$ cat src/hdl/mpbi_pkg.sv
// package: constants, bus type codes and carrier structs of the host parallel bus interface
// Functional notes
// RULE1: bus type comes from a stored configuration input, not from run-time signals.
// RULE2: multiplexed bus latches shared-port address while address strobe is high.
// RULE3: shared port driven only when a resource is selected and read is active.
// RULE4: latched address bits can be presented on port A or port B.
// RULE5: address bits above sixteen come from general port pins into decoding.
// RULE6: non-multiplexed bus takes address on shared port, data on port A.
// RULE7: with 8-bit data, address bit zero picks even/odd byte; high enable ignored.
// RULE8: address strobe is optional on a non-multiplexed bus; decode directly.
// RULE9: unused third control input is passed to the logic array.
// RULE10: classic multiplexed host uses separate fetch, read and write strobes.
// RULE11: non-page mode latches the address on every strobe.
// RULE12: page mode muxes data with upper address byte; low byte on dedicated lines.
// RULE13: page hit without strobe keeps upper latch and uses new low byte.
// RULE14: single-read-strobe configuration uses the second input as sole read strobe.
// RULE15: port A bit 0 may supply address bit 16.
// RULE16: split-low host takes address bits 3..0 on port A, shared bit 0 is A4.
// RULE17: split-low host in 8-bit mode latches address bits 11..4 from shared port.
// RULE18: burst fetches hold the upper latch while host steps the low four bits.
// RULE19: read/write-plus-enable hosts run 8-bit multiplexed, rw on first input.
// RULE20: rw high during strobe is read, low is write; data sampled at strobe end.
package mpbi_pkg;
    // bus type codes held in configuration
    typedef enum logic [2:0] {
        MPBI_BUS_CLASSIC,
        MPBI_BUS_ONE_READ,
        MPBI_BUS_PAGE,
        MPBI_BUS_SPLIT_LOW,
        MPBI_BUS_RW_ENABLE,
        MPBI_BUS_NONMUX
    } mpbi_bus_t;

    localparam int MPBI_ADDR_W = 17;
    localparam int MPBI_SYNC_STAGES = 3;
    localparam logic [16:0] MPBI_ADDR_RESET = 17'h0_0000;
    localparam logic [7:0] MPBI_BYTE_RESET = 8'h00;
    // pin levels of an idle host: write, read and fetch strobes high, latch strobe low
    localparam logic [4:0] MPBI_CTRL_IDLE = 5'h1c;

    typedef struct packed {
        mpbi_bus_t bus_type;
        logic use_a16;
        logic addr_out_on_b;
        logic addr_out_high;
    } mpbi_cfg_t;

    typedef struct packed {
        logic ctrl_in_write;
        logic ctrl_in_read;
        logic ctrl_in_fetch;
        logic address_latch_strobe;
        logic high_byte_enable;
    } mpbi_ctrl_t;

    typedef struct packed {
        logic [16:0] addr;
        logic rd;
        logic wr;
        logic odd_byte;
    } mpbi_req_t;
endpackage
$ cat src/hdl/mpbi_core.sv
// host parallel bus interface: strobe decode, address latch, data port drive
`timescale 1ns/10ps
module mpbi_core (
    // clock and reset
    input wire logic clk,
    input wire logic nrst,
    // stored configuration
    input wire mpbi_pkg::mpbi_cfg_t cfg,
    // host control pins
    input wire mpbi_pkg::mpbi_ctrl_t ctrl,
    // shared address/data port
    input wire logic [15:0] shared_addr_data_port_i,
    output logic [7:0] shared_addr_data_port_o,
    output logic shared_addr_data_port_oe,
    // port A pins
    input wire logic [7:0] port_a_i,
    output logic [7:0] port_a_o,
    output logic port_a_oe,
    // port B address out
    output logic [7:0] port_b_o,
    // internal resource side
    input wire logic resource_sel,
    input wire logic [7:0] read_data,
    output mpbi_pkg::mpbi_req_t req,
    output logic [7:0] write_data,
    output logic write_pulse,
    output logic logic_array_in
);
    localparam int NS = mpbi_pkg::MPBI_SYNC_STAGES;
    localparam int NC = 5;

    // three-stage synchronisers on host pins
    logic [NC-1:0] ctrl_raw;
    logic [NC-1:0] s1_reg, s2_reg, s3_reg;
    logic [NC-1:0] ctrl_s_reg, ctrl_s_next;
    logic [15:0] ad_s1_reg, ad_s2_reg, ad_s3_reg;
    logic [7:0] pa_s1_reg, pa_s2_reg, pa_s3_reg;

    assign ctrl_raw = ctrl;

    always_comb begin
        ctrl_s_next = ctrl_s_reg;
        for (int i = 0; i < NC; i++) begin
            if (s2_reg[i] == s3_reg[i]) begin
                ctrl_s_next[i] = s3_reg[i];
            end
        end
    end

    always_ff @(posedge clk or negedge nrst) begin
        if (!nrst) begin
            // strobe-style idle pin levels, so leaving reset shows no false strobe edge except on the read/write-plus-enable bus
            s1_reg <= mpbi_pkg::MPBI_CTRL_IDLE;
            s2_reg <= mpbi_pkg::MPBI_CTRL_IDLE;
            s3_reg <= mpbi_pkg::MPBI_CTRL_IDLE;
            ctrl_s_reg <= mpbi_pkg::MPBI_CTRL_IDLE;
            ad_s1_reg <= 16'h0000;
            ad_s2_reg <= 16'h0000;
            ad_s3_reg <= 16'h0000;
            pa_s1_reg <= mpbi_pkg::MPBI_BYTE_RESET;
            pa_s2_reg <= mpbi_pkg::MPBI_BYTE_RESET;
            pa_s3_reg <= mpbi_pkg::MPBI_BYTE_RESET;
        end else begin
            s1_reg <= ctrl_raw;
            s2_reg <= s1_reg;
            s3_reg <= s2_reg;
            ctrl_s_reg <= ctrl_s_next;
            ad_s1_reg <= shared_addr_data_port_i;
            ad_s2_reg <= ad_s1_reg;
            ad_s3_reg <= ad_s2_reg;
            pa_s1_reg <= port_a_i;
            pa_s2_reg <= pa_s1_reg;
            pa_s3_reg <= pa_s2_reg;
        end
    end

    // clean host signals (bit order matches the ctrl struct)
    logic c_wr, c_rd, c_fetch, c_als;
    assign c_wr = ctrl_s_reg[4];
    assign c_rd = ctrl_s_reg[3];
    assign c_fetch = ctrl_s_reg[2];
    assign c_als = ctrl_s_reg[1];

    // strobe decode by configured bus type; strobes are active low on the pins, except the active-high enable of the read/write-plus-enable bus
    logic rd_act, wr_act, mux_bus, uses_fetch_pin;
    always_comb begin
        rd_act = 1'b0;
        wr_act = 1'b0;
        mux_bus = 1'b1;
        uses_fetch_pin = 1'b0;
        case (cfg.bus_type) // see RULE1
            mpbi_pkg::MPBI_BUS_CLASSIC, mpbi_pkg::MPBI_BUS_PAGE,
            mpbi_pkg::MPBI_BUS_SPLIT_LOW: begin
                rd_act = !c_rd || !c_fetch; // see RULE10
                wr_act = !c_wr;
                uses_fetch_pin = 1'b1;
            end
            mpbi_pkg::MPBI_BUS_ONE_READ: begin
                rd_act = !c_rd; // see RULE14
                wr_act = !c_wr;
            end
            mpbi_pkg::MPBI_BUS_RW_ENABLE: begin
                rd_act = c_rd && c_wr; // see RULE19
                wr_act = c_rd && !c_wr; // see RULE20
            end
            mpbi_pkg::MPBI_BUS_NONMUX: begin
                rd_act = !c_rd;
                wr_act = !c_wr;
                mux_bus = 1'b0;
            end
            default: begin
                rd_act = 1'b0;
                wr_act = 1'b0;
            end
        endcase
    end

    // spare third control input goes to the logic array
    assign logic_array_in = uses_fetch_pin ? 1'b0 : c_fetch; // see RULE9

    // address latch: upper part held across page hits and bursts
    logic [16:0] lat_reg, lat_next;
    logic [7:0] wd_reg, wd_next;
    logic wr_d_reg, wr_d_next;
    logic wp_reg, wp_next;

    always_comb begin
        lat_next = lat_reg;
        if (mux_bus && c_als) begin // see RULE2 // see RULE11
            case (cfg.bus_type)
                mpbi_pkg::MPBI_BUS_PAGE: begin
                    lat_next[15:8] = ad_s3_reg[7:0]; // see RULE12
                end
                mpbi_pkg::MPBI_BUS_SPLIT_LOW: begin
                    lat_next[11:4] = ad_s3_reg[7:0]; // see RULE16 // see RULE17
                end
                default: begin
                    lat_next[15:0] = ad_s3_reg;
                end
            endcase
        end
        lat_next[16] = cfg.use_a16 ? pa_s3_reg[0] : 1'b0; // see RULE15 // see RULE5
    end

    // effective address: latch, with live low bits in page and split-low modes, live shared port on a non-multiplexed bus
    logic [16:0] addr_eff;
    always_comb begin
        addr_eff = lat_reg;
        case (cfg.bus_type)
            mpbi_pkg::MPBI_BUS_NONMUX: begin
                addr_eff[15:0] = ad_s3_reg; // see RULE8 // see RULE6
            end
            mpbi_pkg::MPBI_BUS_PAGE: begin
                addr_eff[7:0] = ad_s3_reg[15:8]; // see RULE13
            end
            mpbi_pkg::MPBI_BUS_SPLIT_LOW: begin
                addr_eff[3:0] = pa_s3_reg[3:0]; // see RULE18
            end
            default: begin
                addr_eff = lat_reg;
            end
        endcase
        if (cfg.use_a16 && !mux_bus) begin
            addr_eff[16] = pa_s3_reg[0];
        end
    end

    // write data: taken while strobe active, pulse at its trailing edge
    logic [7:0] data_in;
    assign data_in = mux_bus ? ad_s3_reg[7:0] : pa_s3_reg;

    always_comb begin
        wd_next = wr_act ? data_in : wd_reg;
        wr_d_next = wr_act;
        wp_next = wr_d_reg && !wr_act && resource_sel; // see RULE20
    end

    always_ff @(posedge clk or negedge nrst) begin
        if (!nrst) begin
            lat_reg <= mpbi_pkg::MPBI_ADDR_RESET;
            wd_reg <= mpbi_pkg::MPBI_BYTE_RESET;
            wr_d_reg <= 1'b0;
            wp_reg <= 1'b0;
        end else begin
            lat_reg <= lat_next;
            wd_reg <= wd_next;
            wr_d_reg <= wr_d_next;
            wp_reg <= wp_next;
        end
    end

    // request to internal resources; high byte enable is ignored on 8-bit data
    always_comb begin
        req.addr = addr_eff;
        req.rd = rd_act;
        req.wr = wr_act;
        req.odd_byte = addr_eff[0]; // see RULE7
    end

    assign write_data = wd_reg;
    assign write_pulse = wp_reg;

    // data drive: only a selected read drives the bus
    logic [7:0] rdq_reg, rdq_next;
    logic drv_reg, drv_next;
    always_comb begin
        drv_next = resource_sel && rd_act; // see RULE3
        rdq_next = drv_next ? read_data : rdq_reg;
    end

    // latched address out on A or B
    logic [7:0] aout_reg, aout_next;
    always_comb begin
        aout_next = cfg.addr_out_high ? addr_eff[15:8] : addr_eff[7:0]; // see RULE4
    end

    always_ff @(posedge clk or negedge nrst) begin
        if (!nrst) begin
            rdq_reg <= mpbi_pkg::MPBI_BYTE_RESET;
            drv_reg <= 1'b0;
            aout_reg <= mpbi_pkg::MPBI_BYTE_RESET;
        end else begin
            rdq_reg <= rdq_next;
            drv_reg <= drv_next;
            aout_reg <= aout_next;
        end
    end

    // port A carries data on a non-multiplexed bus, else optional address out
    assign shared_addr_data_port_o = rdq_reg;
    assign shared_addr_data_port_oe = drv_reg && mux_bus; // see RULE3
    assign port_a_o = mux_bus ? aout_reg : rdq_reg;
    assign port_a_oe = mux_bus ? (!cfg.addr_out_on_b && !cfg.use_a16) : drv_reg; // see RULE6
    assign port_b_o = aout_reg; // see RULE4
endmodule // mpbi_core

$ cat config.mk
export PLATFORM = sky130hd
export DESIGN_NAME = mpbi_core
export DESIGN_NICKNAME = d
export VERILOG_FILES = /design/src/hdl/mpbi_pkg.sv /design/src/hdl/mpbi_core.sv
export SDC_FILE = /design/constraint.sdc
export NUM_CORES = 1
export LEC_CHECK = 0
export ABC_CLOCK_PERIOD_IN_PS = 1500
export BUFFER_PORTS_ARGS = -buffer_cell sky130_fd_sc_hd__buf_2
export CAP_MARGIN = 20
export CORE_MARGIN = 2
export CORE_UTILIZATION = 49
export DETAILED_ROUTE_END_ITERATION = 7
export PLACE_DENSITY = 0.76
export REMOVE_ABC_BUFFERS = 1
export SLEW_MARGIN = 20
export SYNTH_ARGS = -nofsm -noshare
export SYNTH_HDL_FRONTEND = slang
export SYNTH_SLANG_ARGS = --single-unit
$ cat constraint.sdc
create_clock -name clk -period 1.5 [get_ports clk]
set_input_delay 0.15 -clock clk [delete_from_list [all_inputs] [get_ports clk]]
set_output_delay 0.15 -clock clk [all_outputs]
set_load 0.005 [all_outputs]
* Yosys cells after proc, flatten, opt, wreduce, memory -nomap -nowiden *
Index checks and enable logic that the tools add are counted.

operators by class
  equal/unequal tests = 9
  mux-type cells = 17
  bitwise operators = 3
  reduce and logical (&&, ||, !) cells = 24

operators by type and width
  operator              number
  $mux W8               4
  $pmux W4 S2           4
  $pmux W4 S3           1
  $logic_and A1 B1 Y1   9
  $eq A3 B2 Y1 const B  2
  $eq A3 B3 Y1 const B  2
  $logic_not A1 Y1      6
  $mux W1               6
  $reduce_and A2 Y1     3
  $reduce_or A5 Y1      1
  $eq A1 B1 Y1          4
  $reduce_or A2 Y1      2
  $eq A3 B1 Y1 const B  1
  $logic_not A3 Y1      1
  $not A1 Y1            3
  $pmux W1 S3           1
  $reduce_or A3 Y1      1
  $pmux W1 S2           1
  $logic_or A1 B1 Y1    1

word-level totals
  bits in registers = 135
  bits of input ports = 46
  output and inout bits = 56
  logic and storage cells = 77

* Longest topological paths before layout *
  depth in word-level cells = 6
  mapped depth = 7
  gate-level depth less buffers = 4

* Worst setup path after synthesis *
Ideal clock, no wire load.

  path kind = flip-flop to flip-flop
  from = register ctrl_s_reg[4]
  to = register rdq_reg[0] (netlist: shared_addr_data_port_o[0])
  library setup time = 125 ps
  arrival time = 1,400 ps
  required time = 1,375 ps
  setup slack = -25 ps
  cell stages (with the launch flop) = 6
  path buffers = 1
  period minus slack after synthesis = 1,525 ps
  cell sequence = dfstp_2 -> a21oi_1 -> o21ai_0 -> and3_4 -> buf_6 -> mux2_4

between the ends
  longest elaborated chain between the ends = 3

RTL lines
  item                    RTL line          source
  from (decl)             mpbi_core.sv:35   logic [NC-1:0] ctrl_s_reg, ctrl_s_next;
  from (signal assigned)  mpbi_core.sv:56   ctrl_s_reg <= mpbi_pkg::MPBI_CTRL_IDLE;
  from (signal assigned)  mpbi_core.sv:67   ctrl_s_reg <= ctrl_s_next;
  $logic_and A1 B1 Y1     mpbi_core.sv:103  rd_act = c_rd && c_wr;
  $pmux W1 S3             mpbi_core.sv:91   case (cfg.bus_type)
  $logic_and A1 B1 Y1     mpbi_core.sv:207  drv_next = resource_sel && rd_act;
  net drv_next            mpbi_core.sv:205  logic drv_reg, drv_next;
  to (signal assigned)    mpbi_core.sv:219  rdq_reg <= mpbi_pkg::MPBI_BYTE_RESET;
  to (signal assigned)    mpbi_core.sv:223  rdq_reg <= rdq_next;
  to (decl)               mpbi_core.sv:204  logic [7:0] rdq_reg, rdq_next;

The timed path passes the listed nets, and every way through them passes these cells.
A chain may end at the register's enable or synchronous reset.

==> metrics.md <==
| Metric | Value |
|---|---|
| Root buffer cell | `clkbuf_8` |
| Post-Syn Area | `4870 um^2` |
| Initial Utilization | `0.501` |
| Yosys synthesis warning count | `0` |
| RSZ-0062 raised after global routing | `true` |
| Hold_ws | `between 20 and 30 ps` |
| Largest family of logic cells by synthesized area | `multiplexers` |
| Antenna-violating nets left | `0` |
| Post-place setup slack | `-40.7 ps` |
| Slew Viols, Final | `0` |
| Skew final | `approximately 6.7 ps` |
| Post-synth EDFFs | `0` |
| Minimum clock period | `roughly 1800 ps` |
| Slew @ Worst Pin | `about 370 ps` |
| Max-Slew Margin vs Limit | `0.755` |
| Failing checks | `setup timing` |
| DP Area | `approximately 5600 um^2` |
| Syn Inst Count | `about 360` |
| Drt wl/cell | `16.2 um` |
| # diodes | `0` |
| Pint | `~7.2 mW` |
| Initial DRC count | `approximately 240` |
| Total global routing overflow | `0` |
| Final Power | `approximately 9.8 mW` |
| Area Growth Syn to Fin | `41.3%` |
| Worst Reg-to-Reg Cells | `4` |
| Die height | `between 100 and 150 um` |
| Vias in the first global route | `about 3,500` |
| Non-Filler Instances | `a little under 700` |
| Final setup violation count | `18` |
| Leak pwr | `between 3 and 4 nW` |
| Pwr dens | `between 1000 and 1500 nW/um^2` |
| Sequential power share | `0.424` |
| Crit path from | `ctrl_s_reg[3]` |
| Compound-Gate Fraction of Synth Area | `0.0809` |
| GPL Wtd Cong | `between 0.8 and 0.9` |
| Skew-Pair Late Insertion Delay | `~520 ps` |
| Most common cell after layout, fill and taps aside | `dfrtp_1` |
| Yosys cell types | `42` |
| CTS tree | `done` |
| Reg2reg end | `shared_addr_data_port_o[6]` |
| Xor/xnor share of the synthesized area | `0.00180` |
| Row Count | `36` |
| Die W | `about 100 um` |
| Critical Path AT | `~1600 ps` |
| I/O pins | `102` |
| GRT Total Usage | `0.214` |
| Critical Path RT | `between 1000 and 1500 ps` |
| Cell count after placement | `about 590` |
| R2R Path Start | `ctrl_s_reg[3]` |
| Post-route clock period utilization | `1.17` |
| Vias per cell | `around 5` |
| Max_cap viols | `0` |
| Post-Synthesis Mean Instance Area | `between 10 and 15 um^2` |
| Primary FF master, synth | `dfrtp_1` |
| DPL Wire Length | `6.66 mm` |
| Synth Area in Adders | `0.00822` |
| Largest net degree at the start of global routing | `53` |
| Drt drc | `0` |
| Worst-path clk slew | `around 70 ps` |
| Max reg flops | `17` |
| Most frequent cells in the layout | `dfrtp_1 (117), buf_2 (86), nand2_1 (62)` |
| Worst setup endpoint | `req[2]` |
| Post-Synth Simple-Gate Area | `0.0935` |
| Clock share of power | `0.423` |
| CP Capture Type | `output port` |
| CTS Buf Count | `17` |
| Seq cells post-synth | `between 100 and 150` |
| Final WS setup | `-258 ps` |
| Worst setup path category | `flop to output port` |
| Layout Nets | `approximately 580` |
| Status | `finished, violations left` |
| Cell area after layout | `about 7000 um^2` |
| DR pass1 iterations | `5` |
| Worst-case clock buffer depth | `2` |
| Core ar. | `~9700 um^2` |
| Comb power frac | `0.153` |
| Seq/Total Area, Yosys | `0.681` |
| # port buffers | `100` |
| Core Util, Final | `0.708` |
| CTS Sinks | `about 130` |
| Initial antenna violation count | `0` |
| Via count | `3,389` |
| HP Class | `input port to async pin` |
| Final Hold Fails | `0` |
| Final WL | `11.0 mm` |
| Switching power share of the total | `0.263` |
| Mux contribution to synthesized area | `0.104` |
| Psw | `roughly 2.6 mW` |
| Maximum fanout along the worst path | `3` |
| Layout cells sized above 1 | `0.418` |
| Setup TNS Final | `-1900 ps` |
| Die area | `10,800 um^2` |
| Asr flop ratio synth | `1.00` |
| Fmax | `~570 MHz` |
| Setup crit start kind | `flop` |
| Fill cell count | `660` |
| Peak VDD IR | `a little over 0.9 mV` |
| H-Tree Depth | `4` |
| Reg2Reg Setup Slack | `-10 ps` |
| First-pass GRT wire length | `17.6 mm` |
[critical path, stage by stage (launching register included)]
cell	delay, ps
dfstp_2	550
buf_6	100
a21bo_1	200
and2_1	130
buf_2	120
[repair_timing]
action | CTS | global route
hold endpoints to repair | 159 | 0
pin swaps | 10 | 2
setup buffers | 15 | 7
hold buffers | 39 | 0
setup endpoints to repair | 28 | 39
resized for setup | 26 | 9
cloned | 0 | 0
[power by group through the flow]
stage / Sequential [mW] / Combinational [mW] / Clock [mW]
after global routing: 4.19 / 1.63 / 4.42
after CTS: 4.15 / 1.45 / 4.21
final: 4.16 / 1.50 / 4.15
after detailed placement: 4.21 / 1.19 / 0
after global placement: 4.19 / 1.15 / 0
after floorplan: 4.16 / 0.570 / 0
[worst min-delay path by stage]
stage	from	to	slack [ps]	cells past startpoint
2_1_floorplan	nrst	ad_s1_reg[0]	-150	0
3_3_place_gp	nrst	lat_reg[16]	-2	1
3_5_place_dp	nrst	lat_reg[16]	2	1
4_1_cts	nrst	lat_reg[16]	10	2
5_1_grt	nrst	lat_reg[16]	30	2
6_report	nrst	lat_reg[16]	30	2
[Yosys cell counts (4+ instances only)]
| cell type | number | share of area |
|---|---|---|
| o22ai_1 | 4 | 0.0051 |
| buf_2 | 5 | 0.0051 |
| nor2b_1 | 5 | 0.0064 |
| buf_4 | 8 | 0.012 |
| nor3_1 | 8 | 0.0082 |
| dfrtp_1 | 120 | 0.62 |
| a31oi_1 | 8 | 0.010 |
| nor2_1 | 15 | 0.012 |
| a211oi_2 | 4 | 0.010 |
| mux2_1 | 8 | 0.018 |
| o21ai_0 | 5 | 0.0051 |
| nand2_1 | 62 | 0.048 |
| dfstp_2 | 12 | 0.065 |
| o21ai_1 | 10 | 0.010 |
| mux2_4 | 11 | 0.034 |
| mux2i_1 | 16 | 0.033 |
| a21oi_1 | 7 | 0.0072 |
| maj3_1 | 4 | 0.0082 |
| buf_6 | 4 | 0.0092 |
| o21a_1 | 4 | 0.0062 |
| mux2_2 | 8 | 0.018 |
[kinds of logic (layout without fill, tap and decap cells)]
kind of cell	Yosys count	count (layout)
multiplexers	43	43
AND/OR/NAND/NOR	100	100
flip-flops	132	132
XOR/XNOR	1	1
adder cells (fa/ha/maj)	4	4
AO/OA/AOI/OAI	54	54
buffers and inverters	22	212
[cell type report]
cell class              count  area, um^2  share of cell area
multi-input cells         202        1460               0.212
clock buffers              17         414              0.0602
well taps                 133         166              0.0242
repair buffers            176        1320               0.192
clock inverters            15         186              0.0271
inverters                   4        15.0             0.00218
flip-flops and latches    132        3320               0.483
[metal layers]
metal  track usage  vias up  wire (um)
met5             0        -          0
met4        0.0647        0        141
met3        0.0654       13        415
met2         0.373      120       5930
met1         0.257     1689       4480
li1              -     1567          -
Note: power is estimated with default switching activity, not from simulation.
